## config.mk

```make
export PLATFORM = sky130hd
export DESIGN_NAME = tedc_control
export DESIGN_NICKNAME = d
export VERILOG_FILES = /design/src/tedc_pkg.sv /design/src/tedc_outb.sv /design/src/tedc_vector.sv /design/src/tedc_control.sv
export SDC_FILE = /design/constraint.sdc
export NUM_CORES = 1
export LEC_CHECK = 0
export BUFFER_PORTS_ARGS = -buffer_cell sky130_fd_sc_hd__buf_4
export CAP_MARGIN = 15
export CORE_MARGIN = 2
export CORE_UTILIZATION = 40
export DETAILED_ROUTE_END_ITERATION = 6
export SYNTH_ARGS = -nofsm -noshare
export SYNTH_HDL_FRONTEND = slang
export SYNTH_HIERARCHICAL = 1
export SYNTH_SLANG_ARGS = --single-unit
```

## constraint.sdc

```tcl
create_clock -name sys_clk -period 2 [get_ports sys_clk]
set_clock_uncertainty 0.15 [all_clocks]
set_input_delay 0.1 -clock sys_clk [delete_from_list [all_inputs] [get_ports sys_clk]]
set_output_delay 0.1 -clock sys_clk [all_outputs]
set_load 0.03 [all_outputs]
```

## src/tedc_pkg.sv

```systemverilog
// shared constants and carriers of the timer event block
package tedc_pkg;
    // register file addresses
    localparam logic [7:0] ADDR_DMA_COUNTER_POINTER = 8'hF0;
    localparam logic [7:0] ADDR_DMA_ADDRESS_POINTER = 8'hF1;
    localparam logic [7:0] ADDR_TIMER_INTERRUPT_VECTOR = 8'hF2;
    localparam logic [7:0] ADDR_OUTPUT_B_CONTROL = 8'hFD;
    localparam logic [7:0] ADDR_TIMER_EVENT_FLAGS = 8'hFE;
    localparam logic [7:0] ADDR_INTERRUPT_DMA_MASK = 8'hFF;
    // reset values
    localparam logic [7:0] RST_OUTPUT_B_CONTROL = 8'h00;
    localparam logic [7:0] RST_TIMER_EVENT_FLAGS = 8'h00;
    localparam logic [7:0] RST_INTERRUPT_DMA_MASK = 8'h00;
    localparam logic [7:0] RST_POINTER = 8'h00;
    localparam logic [7:0] RST_VECTOR = 8'h00;
    // output_b_control field positions
    localparam int OBC_CMP0_LSB = 6;
    localparam int OBC_CMP1_LSB = 4;
    localparam int OBC_OVF_LSB = 2;
    localparam int OBC_EVENT_BIT = 1;
    localparam int OBC_PRESET_BIT = 0;
    // timer_event_flags bit positions
    localparam int FLG_CAP0 = 7;
    localparam int FLG_CAP1 = 6;
    localparam int FLG_CMP0 = 5;
    localparam int FLG_CMP1 = 4;
    localparam int FLG_OVF = 3;
    localparam int FLG_CAP0_OVR = 2;
    localparam int FLG_CMP0_OVR = 1;
    localparam int FLG_COMBINE = 0;
    // interrupt_dma_mask bit positions
    localparam int MSK_GLOBAL = 7;
    localparam int MSK_CAP0_DMA = 6;
    localparam int MSK_CAP0_IRQ = 5;
    localparam int MSK_CAP1_IRQ = 4;
    localparam int MSK_CMP0_DMA = 3;
    localparam int MSK_CMP0_IRQ = 2;
    localparam int MSK_CMP1_IRQ = 1;
    localparam int MSK_OVF_IRQ = 0;
    // pointer fields
    localparam int PTR_SWAP_BIT = 2;
    localparam int PTR_DIR_BIT = 1;
    localparam int PTR_SEL_BIT = 0;
    // vector group codes
    localparam logic [1:0] GRP_OVERFLOW = 2'h0;
    localparam logic [1:0] GRP_CAPTURE = 2'h2;
    localparam logic [1:0] GRP_COMPARE = 2'h3;

    // timer events coming from the counter datapath
    typedef struct packed {
        logic cmp0Match;
        logic cmp1Match;
        logic overUnder;
        logic capture0;
        logic capture1;
    } tedc_events_s;

    // dma controller status toward this block
    typedef struct packed {
        logic cap0Request;
        logic cmp0Request;
        logic cap0EndOfBlock;
        logic cmp0EndOfBlock;
        logic swapToggle;
    } tedc_dma_s;

    // register-file access strobe
    typedef struct packed {
        logic wrEn;
        logic rdEn;
        logic [7:0] addr;
        logic [7:0] wrData;
    } tedc_regacc_s;
endpackage : tedc_pkg

```

## src/tedc_outb.sv

```systemverilog
// output-b pin action merge and on-chip event pulse
module tedc_outb
    import tedc_pkg::*;
(
    input wire logic sys_clk,
    input wire logic rstn,
    input wire logic clkEn,
    input wire logic [7:0] ctrl,
    input wire logic presetWr,
    input wire logic presetVal,
    input wire tedc_events_s events,
    output logic pinLevel,
    output logic eventPulse
);
    // all state of the module
    typedef struct packed {
        logic pin;
        logic pulse;
    } tedc_outb_s;

    tedc_outb_s state_q;
    tedc_outb_s state_d;
    logic bit0; // merged action bit 1 (upper bit of each field)
    logic bit1; // merged action bit 0 (lower bit of each field)

    // next state: merge coinciding actions, then apply to the pin
    always_comb begin
        state_d = state_q;
        // and together fields of all coinciding events; idle events count as ones
        bit0 = (~events.cmp0Match | ctrl[OBC_CMP0_LSB+1])
            & (~events.cmp1Match | ctrl[OBC_CMP1_LSB+1])
            & (~events.overUnder | ctrl[OBC_OVF_LSB+1]); // RQ4
        bit1 = (~events.cmp0Match | ctrl[OBC_CMP0_LSB])
            & (~events.cmp1Match | ctrl[OBC_CMP1_LSB])
            & (~events.overUnder | ctrl[OBC_OVF_LSB]); // RQ2
        // decode the merged action
        case ({bit0, bit1})
            2'b00: state_d.pin = 1'b1; // RQ3
            2'b01: state_d.pin = ~state_q.pin; // RQ3
            2'b10: state_d.pin = 1'b0; // RQ3
            default: state_d.pin = state_q.pin; // RQ3
        endcase
        // software preset overrides the event action
        if (presetWr) begin
            state_d.pin = presetVal; // RQ1
        end
        // one-cycle on-chip pulse per over/underflow
        state_d.pulse = events.overUnder & ctrl[OBC_EVENT_BIT]; // RQ5
    end

    // state register
    always_ff @(posedge sys_clk) begin
        if (!rstn) begin
            state_q <= '0;
        end else if (clkEn) begin
            state_q <= state_d;
        end
    end

    assign pinLevel = state_q.pin;
    assign eventPulse = state_q.pulse & clkEn;
endmodule : tedc_outb

```

## src/tedc_vector.sv

```systemverilog
// interrupt vector register with hardware group code
module tedc_vector
    import tedc_pkg::*;
(
    input wire logic sys_clk,
    input wire logic rstn,
    input wire logic clkEn,
    input wire logic wrEn,
    input wire logic [7:0] wrData,
    input wire logic ovfReq,
    input wire logic capReq,
    input wire logic cmpReq,
    output logic [7:0] vector
);
    // all state of the module
    typedef struct packed {
        logic [4:0] base;
        logic [1:0] group;
    } tedc_vec_s;

    tedc_vec_s state_q;
    tedc_vec_s state_d;

    // next state: software base, hardware group by highest request
    always_comb begin
        state_d = state_q;
        if (wrEn) begin
            state_d.base = wrData[7:3]; // RQ20
        end
        // overflow first, then capture, then compare
        if (ovfReq) begin
            state_d.group = GRP_OVERFLOW; // RQ21
        end else if (capReq) begin
            state_d.group = GRP_CAPTURE; // RQ21
        end else if (cmpReq) begin
            state_d.group = GRP_COMPARE; // RQ21
        end
    end

    // state register
    always_ff @(posedge sys_clk) begin
        if (!rstn) begin
            state_q <= tedc_vec_s'(RST_VECTOR[6:0]);
        end else if (clkEn) begin
            state_q <= state_d;
        end
    end

    // bit 0 always reads zero
    assign vector = {state_q.base, state_q.group, 1'b0}; // RQ20
endmodule : tedc_vector

```

## src/tedc_control.sv

```systemverilog
// flags, masks, dma pointers and register access for the timer event section
// Operation
// RQ1: preset bit writes level, read shows pin
// RQ2: three two-bit output-b action fields
// RQ3: codes: set, toggle, reset, no operation
// RQ4: coinciding events AND their action bits
// RQ5: over/underflow pulse when event enable set
// RQ6: capture0 flag set by hardware; software simulates
// RQ7: capture1 flag, software capture except bicapture
// RQ8: compare flags interrupt via global and mask
// RQ9: over/underflow flag interrupt via global, mask
// RQ10: capture0 overrun on repeat or software set
// RQ11: compare0 overrun on repeated request
// RQ12: combine bit selects OR or AND captures
// RQ13: global enable gates every timer interrupt
// RQ14: capture0 dma mask, hardware clears, eob interrupt
// RQ15: compare0 dma mask, hardware clears, eob interrupt
// RQ16: counter pointer upper bits, swap toggles bit
// RQ17: direction bit by hardware, bit0 area select
// RQ18: address pointer upper bits, swap toggles bit
// RQ19: extension select picks segment register
// RQ20: vector base five bits, bit0 zero
// RQ21: group codes 00, 10, 11
// RQ22: write zero clears flags
module tedc_control
    import tedc_pkg::*;
(
    input wire logic sys_clk,
    input wire logic rstn,
    input wire logic clkEn,
    input wire tedc_regacc_s regAcc,
    output logic [7:0] rdData,
    input wire tedc_events_s events,
    input wire tedc_dma_s dma,
    input wire logic bicaptureMode,
    output logic timerOutputBPin,
    output logic onChipEvent,
    output logic swCapture0,
    output logic swCapture1,
    output logic irqRequest,
    output logic cap0DmaEnable,
    output logic cmp0DmaEnable,
    output logic dmaRegisterFile,
    output logic useDmaSegment,
    output logic [7:0] dmaCounterPointer,
    output logic [7:0] dmaAddressPointer
);
    // all state of the module
    typedef struct packed {
        logic [7:0] obc;
        logic [7:0] flags;
        logic [7:0] mask;
        logic [7:0] cntPtr;
        logic [7:0] adrPtr;
        logic swCap0;
        logic swCap1;
        logic [7:0] rd;
    } tedc_ctl_s;

    tedc_ctl_s state_q;
    tedc_ctl_s state_d;
    logic [7:0] vector; // vector register contents
    logic pinLevel; // current output-b level
    logic eventPulse; // on-chip event pulse
    logic wrObc; // write strobes per register
    logic wrFlags;
    logic wrMask;
    logic wrVec;
    logic cap0Src; // combined source terms
    logic cap1Src;
    logic capIrq; // per-group requests
    logic cmpIrq;
    logic ovfIrq;
    logic cap0Event; // effective capture events
    logic cap1Event;

    // address match used for every register
    function automatic logic hit(input tedc_regacc_s acc, input logic [7:0] a);
        hit = acc.wrEn && (acc.addr == a);
    endfunction : hit

    assign wrObc = hit(regAcc, ADDR_OUTPUT_B_CONTROL);
    assign wrFlags = hit(regAcc, ADDR_TIMER_EVENT_FLAGS);
    assign wrMask = hit(regAcc, ADDR_INTERRUPT_DMA_MASK);
    assign wrVec = hit(regAcc, ADDR_TIMER_INTERRUPT_VECTOR);

    // software set of a capture flag counts as a capture
    assign cap0Event = events.capture0 | state_q.swCap0; // RQ6
    assign cap1Event = events.capture1 | (state_q.swCap1 & ~bicaptureMode); // RQ7

    // capture interrupt sources; dma mode raises end of block instead
    assign cap0Src = state_q.mask[MSK_CAP0_IRQ] & (state_q.mask[MSK_CAP0_DMA]
        ? dma.cap0EndOfBlock : state_q.flags[FLG_CAP0]); // RQ14
    assign cap1Src = state_q.mask[MSK_CAP1_IRQ] & state_q.flags[FLG_CAP1];
    assign capIrq = state_q.flags[FLG_COMBINE] ? (cap0Src & cap1Src)
        : (cap0Src | cap1Src); // RQ12
    assign cmpIrq = (state_q.mask[MSK_CMP0_IRQ] & (state_q.mask[MSK_CMP0_DMA]
        ? dma.cmp0EndOfBlock : state_q.flags[FLG_CMP0]))
        | (state_q.mask[MSK_CMP1_IRQ] & state_q.flags[FLG_CMP1]); // RQ15 RQ8
    assign ovfIrq = state_q.mask[MSK_OVF_IRQ] & state_q.flags[FLG_OVF]; // RQ9
    // global enable gates all groups
    assign irqRequest = state_q.mask[MSK_GLOBAL] & (capIrq | cmpIrq | ovfIrq); // RQ13

    // next state of flags, masks, pointers and read data
    always_comb begin
        state_d = state_q;
        state_d.swCap0 = 1'b0;
        state_d.swCap1 = 1'b0;
        // output-b control register
        if (wrObc) begin
            state_d.obc = regAcc.wrData;
        end
        // flag register write: zero clears, one on captures simulates
        if (wrFlags) begin
            state_d.flags = state_q.flags & regAcc.wrData; // RQ22
            state_d.flags[FLG_COMBINE] = regAcc.wrData[FLG_COMBINE]; // RQ12
            if (regAcc.wrData[FLG_CAP0] && !state_q.flags[FLG_CAP0]) begin
                state_d.swCap0 = 1'b1; // RQ6
                state_d.flags[FLG_CAP0_OVR] = 1'b1; // RQ10
            end
            if (regAcc.wrData[FLG_CAP1] && !state_q.flags[FLG_CAP1] && !bicaptureMode) begin
                state_d.swCap1 = 1'b1; // RQ7
            end
        end
        // hardware sets win over software clears
        state_d.flags[FLG_CAP0] |= cap0Event; // RQ6
        state_d.flags[FLG_CAP1] |= cap1Event; // RQ7
        state_d.flags[FLG_CMP0] |= events.cmp0Match; // RQ8
        state_d.flags[FLG_CMP1] |= events.cmp1Match; // RQ8
        state_d.flags[FLG_OVF] |= events.overUnder; // RQ9
        // overrun: new request while flag still pending
        if ((cap0Event || dma.cap0Request) && state_q.flags[FLG_CAP0]) begin
            state_d.flags[FLG_CAP0_OVR] = 1'b1; // RQ10
        end
        if ((events.cmp0Match || dma.cmp0Request) && state_q.flags[FLG_CMP0]) begin
            state_d.flags[FLG_CMP0_OVR] = 1'b1; // RQ11
        end
        // mask register; dma enables cleared by hardware at end of block
        if (wrMask) begin
            state_d.mask = regAcc.wrData;
        end
        state_d.mask[MSK_CAP0_DMA] &= ~dma.cap0EndOfBlock; // RQ14
        state_d.mask[MSK_CMP0_DMA] &= ~dma.cmp0EndOfBlock; // RQ15
        // pointers: software writes all but the direction bit
        if (hit(regAcc, ADDR_DMA_COUNTER_POINTER)) begin
            state_d.cntPtr[7:2] = regAcc.wrData[7:2]; // RQ16
            state_d.cntPtr[PTR_SEL_BIT] = regAcc.wrData[PTR_SEL_BIT]; // RQ17
        end
        if (hit(regAcc, ADDR_DMA_ADDRESS_POINTER)) begin
            state_d.adrPtr[7:2] = regAcc.wrData[7:2]; // RQ18
            state_d.adrPtr[PTR_SEL_BIT] = regAcc.wrData[PTR_SEL_BIT]; // RQ19
        end
        // swap mode toggles pointer bit 2 on both pointers
        if (dma.swapToggle && state_q.mask[MSK_CMP0_DMA]) begin
            state_d.cntPtr[PTR_SWAP_BIT] = ~state_q.cntPtr[PTR_SWAP_BIT]; // RQ16
            state_d.adrPtr[PTR_SWAP_BIT] = ~state_q.adrPtr[PTR_SWAP_BIT]; // RQ18
        end
        // direction follows the requesting channel
        if (dma.cmp0Request || dma.cap0Request) begin
            state_d.cntPtr[PTR_DIR_BIT] = dma.cmp0Request; // RQ17
            state_d.adrPtr[PTR_DIR_BIT] = dma.cmp0Request;
        end
        // registered read data
        case (regAcc.addr)
            ADDR_DMA_COUNTER_POINTER: state_d.rd = state_q.cntPtr;
            ADDR_DMA_ADDRESS_POINTER: state_d.rd = state_q.adrPtr;
            ADDR_TIMER_INTERRUPT_VECTOR: state_d.rd = vector;
            ADDR_OUTPUT_B_CONTROL: state_d.rd = {state_q.obc[7:1], pinLevel}; // RQ1
            ADDR_TIMER_EVENT_FLAGS: state_d.rd = state_q.flags;
            ADDR_INTERRUPT_DMA_MASK: state_d.rd = state_q.mask;
            default: state_d.rd = 8'h00;
        endcase
        if (!regAcc.rdEn) begin
            state_d.rd = state_q.rd;
        end
    end

    // state register
    always_ff @(posedge sys_clk) begin
        if (!rstn) begin
            state_q <= '{RST_OUTPUT_B_CONTROL, RST_TIMER_EVENT_FLAGS, RST_INTERRUPT_DMA_MASK,
                RST_POINTER, RST_POINTER, 1'b0, 1'b0, 8'h00};
        end else if (clkEn) begin
            state_q <= state_d;
        end
    end

    // output-b pin and on-chip event
    tedc_outb u_outb (
        .sys_clk(sys_clk),
        .rstn(rstn),
        .clkEn(clkEn),
        .ctrl(state_q.obc),
        .presetWr(wrObc),
        .presetVal(regAcc.wrData[OBC_PRESET_BIT]),
        .events(events),
        .pinLevel(pinLevel),
        .eventPulse(eventPulse)
    );

    // vector register, group follows the active request
    tedc_vector u_vector (
        .sys_clk(sys_clk),
        .rstn(rstn),
        .clkEn(clkEn),
        .wrEn(wrVec),
        .wrData(regAcc.wrData),
        .ovfReq(ovfIrq),
        .capReq(capIrq),
        .cmpReq(cmpIrq),
        .vector(vector)
    );

    assign rdData = state_q.rd;
    assign timerOutputBPin = pinLevel;
    assign onChipEvent = eventPulse; // RQ5
    assign swCapture0 = state_q.swCap0;
    assign swCapture1 = state_q.swCap1;
    assign cap0DmaEnable = state_q.mask[MSK_CAP0_DMA];
    assign cmp0DmaEnable = state_q.mask[MSK_CMP0_DMA];
    assign dmaRegisterFile = state_q.cntPtr[PTR_SEL_BIT]; // RQ19
    assign useDmaSegment = ~state_q.cntPtr[PTR_SEL_BIT] & state_q.adrPtr[PTR_SEL_BIT]; // RQ19
    assign dmaCounterPointer = state_q.cntPtr;
    assign dmaAddressPointer = state_q.adrPtr;
endmodule : tedc_control

```

==> impl_metrics.ini, run 1 <==
[timing]
slew_limit_fails = 0
finalSetupViolations = 0
worst_slew_margin_rel_pct = 60.1
timing.final.ws_setup_ns = 0.0807
final_period_utilization_pct = 96.0
hold_viol_final = 0
rsz0062_at_grt = yes
fin_crit_ns = 1.92
maxClockFrequency_ghz = 0.521
worst-slew-pin-transition_ns = 0.593
setup_tns_ns = 0

[placed_design]
dpl_cell_area_um2 = 3470
dp_hpwl_um = 6610
numPortBuffers = 64
gp_routability_congestion = 0.882
dp_worst_setup_slack_ns = 0.248

[route]
via_per_inst = 5.61
route.final.wire_length_um = 9210
ant_nets = 0
vias = 2845
routedWlPerCell_um = 18.2
drt_first_iter_violations = 243
dr.pass1.iters = 5
drt_drc_violations_left = 0

[worst_hold_path]
worstHoldPathType = input port to register

[floorplanning]
row_count = 31
initial_core_util_pct = 41.6
core_area_um2 = 7330
die_height_um = 91.3
floorplan.die_area_um2 = 8340
io_pins = 65
die_width_um = 91.3

[critical_path]
rr_endpoint = u_outb/pinLevel
timing.critical_path.from_type = register
worst_setup_path_end_kind = primary output
setup_slack_reg_to_reg_ns = 0.35
timing.critical_path.from = cap0DmaEnable
reg2reg_path_depth = 6
reg2reg_from = state_q[49]
worst-setup-path-type = register to primary output
worstSetupEndpoint = irqRequest
crit_required_ns = 1.75
crit_arrival_ns = 1.67
crit_path_max_fanout = 4

[cts]
tritoncts = done
clk_pin_slew_ns = 0.07
h-tree-depth = 3
cts_num_sinks = 57
clock-root-buffer = sky130_fd_sc_hd__clkbuf_8
insertion_delay_ns = 0.33
clk_path_buf_depth = 2
cts_setup_buffers = 0
cts_made_buffers = 9

[global_route]
overflow = 0
grt_pass1_vias = 2655
total_routing_resource_utilization_after_global_routing_pct = 22.7
grt_start_max_net_pins = 29
number_of_antenna_violations_at_the_first_check_in_global_routing = 0
grt_first_pass_wirelength_um = 14600

[power]
power.density_nw_per_um2 = 685
leakage_nw = 1.58
vdd_drop_max_mv = 0.448

[layout]
post_route_cells_drive_above_1_share_pct = 29.2
area_growth_syn_to_layout_pct = 29.2
final_core_utilization_pct = 53.8
postLayoutCellArea_um2 = 3940
final_nets = 437
antenna-diode-count = 0

[run_status]
status = completed

[run]
drv_cap = 0

[synth]
yosys_warnings = 6
mappedNetlistNets = 368
post_synth.cell_area_avg_um2 = 9.14
syn_area_um2 = 3050
synthesized_instance_count = 334
[per-stage QoR]
stage / instances / hold WS (ns) / power (mW)
global placement: 468 / 0.153 / 1.45
floorplan: 334 / 0.0522 / 1.34
detailed placement: 468 / 0.155 / 1.45
finish: 507 / 0.0253 / 2.70
global route: 507 / 0.0450 / 2.81
CTS: 507 / 0.00714 / 2.71
[report_power, final]
group | leakage [nW] | internal, mW | switching (mW)
Combinational | 1.00 | 0.131 | 0.168
Sequential | 0.462 | 1.15 | 0.0154
Clock | 0.115 | 0.765 | 0.470
Total | 1.58 | 2.05 | 0.653
[per-layer routing]
metal	share of wire (%)	vias to the layer above	global-route usage, %
met3	7.1	15	5.31
met1	45	1366	31.9
met5	0	-	0
li1	-	1347	-
met2	46	117	35.3
met4	1.7	0	5.56
[cells in the final DEF, fill, tap and decap left out, types with 8 or more instances in the layout]
cell type	instances
sky130_fd_sc_hd__a21oi_1	19
sky130_fd_sc_hd__a22o_1	9
sky130_fd_sc_hd__buf_4	80
sky130_fd_sc_hd__clkbuf_8	11
sky130_fd_sc_hd__dfxtp_1	55
sky130_fd_sc_hd__dlygate4sd3_1	23
sky130_fd_sc_hd__inv_1	8
sky130_fd_sc_hd__mux2i_1	30
sky130_fd_sc_hd__nand2_1	13
sky130_fd_sc_hd__nand3_1	12
sky130_fd_sc_hd__nor2_1	31
sky130_fd_sc_hd__o21ai_0	14
[repair_timing]
item / in CTS / in global routing
hold buffers: 23 / 0
endpoints found under the hold margin: 50 / 0
endpoints found under the setup margin: 0 / 2
resized for setup: 0 / 6
[worst min-delay path by stage]
stage	from	to	slack [ns]	cells after the start
after floorplan	dma[2]	cap0DmaEnable	0.05	1
after global placement	dma[1]	cmp0DmaEnable	0.15	2
after detailed placement	dma[1]	cmp0DmaEnable	0.15	2
after CTS	dma[0]	dmaCounterPointer[2]	0.007	3
after global routing	dma[0]	dmaCounterPointer[2]	0.04	3
final	dma[0]	dmaCounterPointer[2]	0.03	3
[state kept, by name, summed over array words and instances, names as in the netlist]
name               flops
rdData                 8
swCapture0             1
dmaAddressPointer      7
swCapture1             1
state_q               21
cmp0DmaEnable          1
u_vector/vector        7
dmaCounterPointer      8
cap0DmaEnable          1
u_outb/state_q         1
u_outb/pinLevel        1
[critical path, stage by stage (launching register included)]
cell and delay (ns):
sky130_fd_sc_hd__dfxtp_2 0.35, sky130_fd_sc_hd__mux2_2 0.22, sky130_fd_sc_hd__nand2_1 0.05, sky130_fd_sc_hd__maj3_1 0.41
sky130_fd_sc_hd__a21boi_2 0.17, sky130_fd_sc_hd__buf_6 0.15
[cell type report]
class,instances,area [µm²]
Clock buffer,11,151
Clock inverter,5,77.6
Fill cell,701,3390
Inverter,9,36.3
Multi-Input combinational cell,222,1570
Sequential cell,57,1140
Tap cell,99,124
Timing Repair Buffer,104,842
No activity file was read; power rests on OpenSTA's default activity.
==> inputs of run 2 (changes only) <==
==> constraint.sdc (replaced) <==
create_clock -name sys_clk -period 2 [get_ports sys_clk]
set_clock_uncertainty 0.15 [all_clocks]
set_input_delay 0.2 -clock sys_clk [delete_from_list [all_inputs] [get_ports sys_clk]]
set_output_delay 0.2 -clock sys_clk [all_outputs]
set_load 0.03 [all_outputs]
==> run 2 against run 1 <==
Register-to-register slack worse by 0.09 ns; power down 1.1%; critical endpoint unchanged; largest cell class unchanged; critical path depth unchanged; first-iteration DRC count down 19%; flip-flop and latch count unchanged; via count down 3.3%; fmax down 0.82%; sequential power about the same; die area unchanged; largest power group unchanged; combinational power down 6%; cell count down 1.8%; highest routed layer unchanged.
==> impl_metrics.ini, run 2 (synthesis gave the netlist of run 1 again) <==
[placed_design]
numPortBuffers = 64
gp_routability_congestion = 0.904
dp_worst_setup_slack_ns = 0.158
dp_hpwl_um = 6570
dpl_cell_area_um2 = 3490

[power]
cellInternalPower_mw = 2.04
seq_power_share_pct = 43.7
power.clock.fraction_pct = 45.8
combinationalPowerShare_pct = 10.6
power.density_nw_per_um2 = 688
vdd_drop_max_mv = 0.857
leakage_nw = 1.56
p_sw_share_pct = 23.8
total_power_mw = 2.67
p_switching_mw = 0.635

[floorplanning]
die_width_um = 91.3
io_pins = 65
floorplan.die_area_um2 = 8340
initial_core_util_pct = 41.6
core_area_um2 = 7330
die_height_um = 91.3
row_count = 31

[route]
route.final.wire_length_um = 8950
via_per_inst = 5.53
routedWlPerCell_um = 18.0
drt_drc_violations_left = 0
dr.pass1.iters = 5
ant_nets = 0
vias = 2752
drt_first_iter_violations = 196

[timing]
final_period_utilization_pct = 96.8
fin_crit_ns = 1.94
worst_slew_margin_rel_pct = 66.5
maxClockFrequency_ghz = 0.517
rsz0062_at_grt = no
timing.final.ws_setup_ns = 0.0649
setup_tns_ns = 0
hold_viol_final = 0
worst-slew-pin-transition_ns = 0.499
slew_limit_fails = 0
finalSetupViolations = 0

[worst_hold_path]
worstHoldPathType = input port to register

[cts]
h-tree-depth = 3
clk_path_buf_depth = 2
cts_num_sinks = 57
tritoncts = done
insertion_delay_ns = 0.34
clk_pin_slew_ns = 0.06
cts_made_buffers = 9
clock-root-buffer = sky130_fd_sc_hd__clkbuf_8

[global_route]
grt_start_max_net_pins = 40
grt_first_pass_wirelength_um = 14000
number_of_antenna_violations_at_the_first_check_in_global_routing = 0
overflow = 0
total_routing_resource_utilization_after_global_routing_pct = 22.1
grt_pass1_vias = 2618

[critical_path]
worst-setup-path-type = register to primary output
timing.critical_path.from_type = register
crit_path_max_fanout = 3
crit_required_ns = 1.65
worst_setup_path_end_kind = primary output
crit_arrival_ns = 1.59

[layout]
postLayoutCellArea_um2 = 3890
post_route_cells_drive_above_1_share_pct = 30.6
largest_reg_flops = 21
antenna-diode-count = 0
final_common_cell = sky130_fd_sc_hd__buf_4
register_bank_with_the_most_flops = state_q
area_growth_syn_to_layout_pct = 27.4
leading_cell_types_in_the_layout_fill_and_taps_excluded = 78 x sky130_fd_sc_hd__buf_4, 55 x sky130_fd_sc_hd__dfxtp_1, 30 x sky130_fd_sc_hd__nor2_1, 30 x sky130_fd_sc_hd__mux2i_1, 19 x sky130_fd_sc_hd__a21oi_1
filler_cell_count = 699
register_area_um2 = 1150
area_occupied_by_multi_input_gates_um2 = 1580
final_nets = 428

[run_status]
status = completed

[run]
drv_cap = 0
run 2: changes by cell type in the layout (fill, tap and decap cells not counted), sizes merged:
| cell | change |
|---|---|
| dlygate4sd3 | -9 |
run 2: worst paths after layout:
check                                        from            endpoint  slack, ns  cells past startpoint
worst min-delay path                    regAcc[5]  u_vector/vector[5]       0.01                      3
worst min register to register  u_outb/state_q[0]   u_outb/state_q[0]       0.32                      2
worst max register to register        state_q[49]     u_outb/pinLevel       0.26                      6
worst max-delay path                cmp0DmaEnable          irqRequest       0.06                      5
run 2: layout make-up:
| cell class | count | share of cell area (%) |
|---|---|---|
| multi-input combinational | 222 | 40.6 |
| tap | 99 | 3.19 |
| timing repair buffer | 95 | 20.0 |
| clock buffer | 11 | 3.89 |
| clock inverter | 5 | 2.00 |
| inverter | 9 | 0.869 |
| sequential | 57 | 29.5 |
run 2: repair_timing:
action,in CTS,in global routing
pin swaps,0,2
endpoints found under the hold margin,16,0
hold buffers,14,0
endpoints found under the setup margin,1,2
resized for setup,3,6
buffers inserted,0,1
run 2: metal layers:
layer | vias to the layer above | share of wire (%) | GRT usage [%]
met5 | - | 0 | 0
met4 | 0 | 0.66 | 7.07
met3 | 6 | 6.3 | 5.81
met2 | 95 | 46 | 33.9
met1 | 1321 | 47 | 30.2
li1 | 1330 | - | -
run 2: power groups by stage:
| stage | logic, mW | clock network [mW] | registers, mW |
|---|---|---|---|
| 6_report | 0.282 | 1.22 | 1.17 |
| 5_1_grt | 0.304 | 1.30 | 1.17 |
| 4_1_cts | 0.280 | 1.25 | 1.17 |
| 3_5_place_dp | 0.260 | 0 | 1.19 |
| 3_3_place_gp | 0.260 | 0 | 1.19 |
| 2_1_floorplan | 0.144 | 0 | 1.19 |
run 2: stage by stage:
step	util, %	std cells	hold slack (ns)
finish	53.0	498	0.0145
global route	53.0	498	0.0199
CTS	52.7	497	0.00152
detailed placement	47.6	467	0.258
global placement	47.6	467	0.253
floorplan	-	334	0.152
run 2: critical path, stage by stage, from the launching register on:
cell                       delay (ns)
sky130_fd_sc_hd__dfxtp_1         0.33
sky130_fd_sc_hd__mux2_2          0.33
sky130_fd_sc_hd__a22o_1          0.25
sky130_fd_sc_hd__nor2_2          0.14
sky130_fd_sc_hd__a21boi_2        0.06
sky130_fd_sc_hd__buf_6           0.13
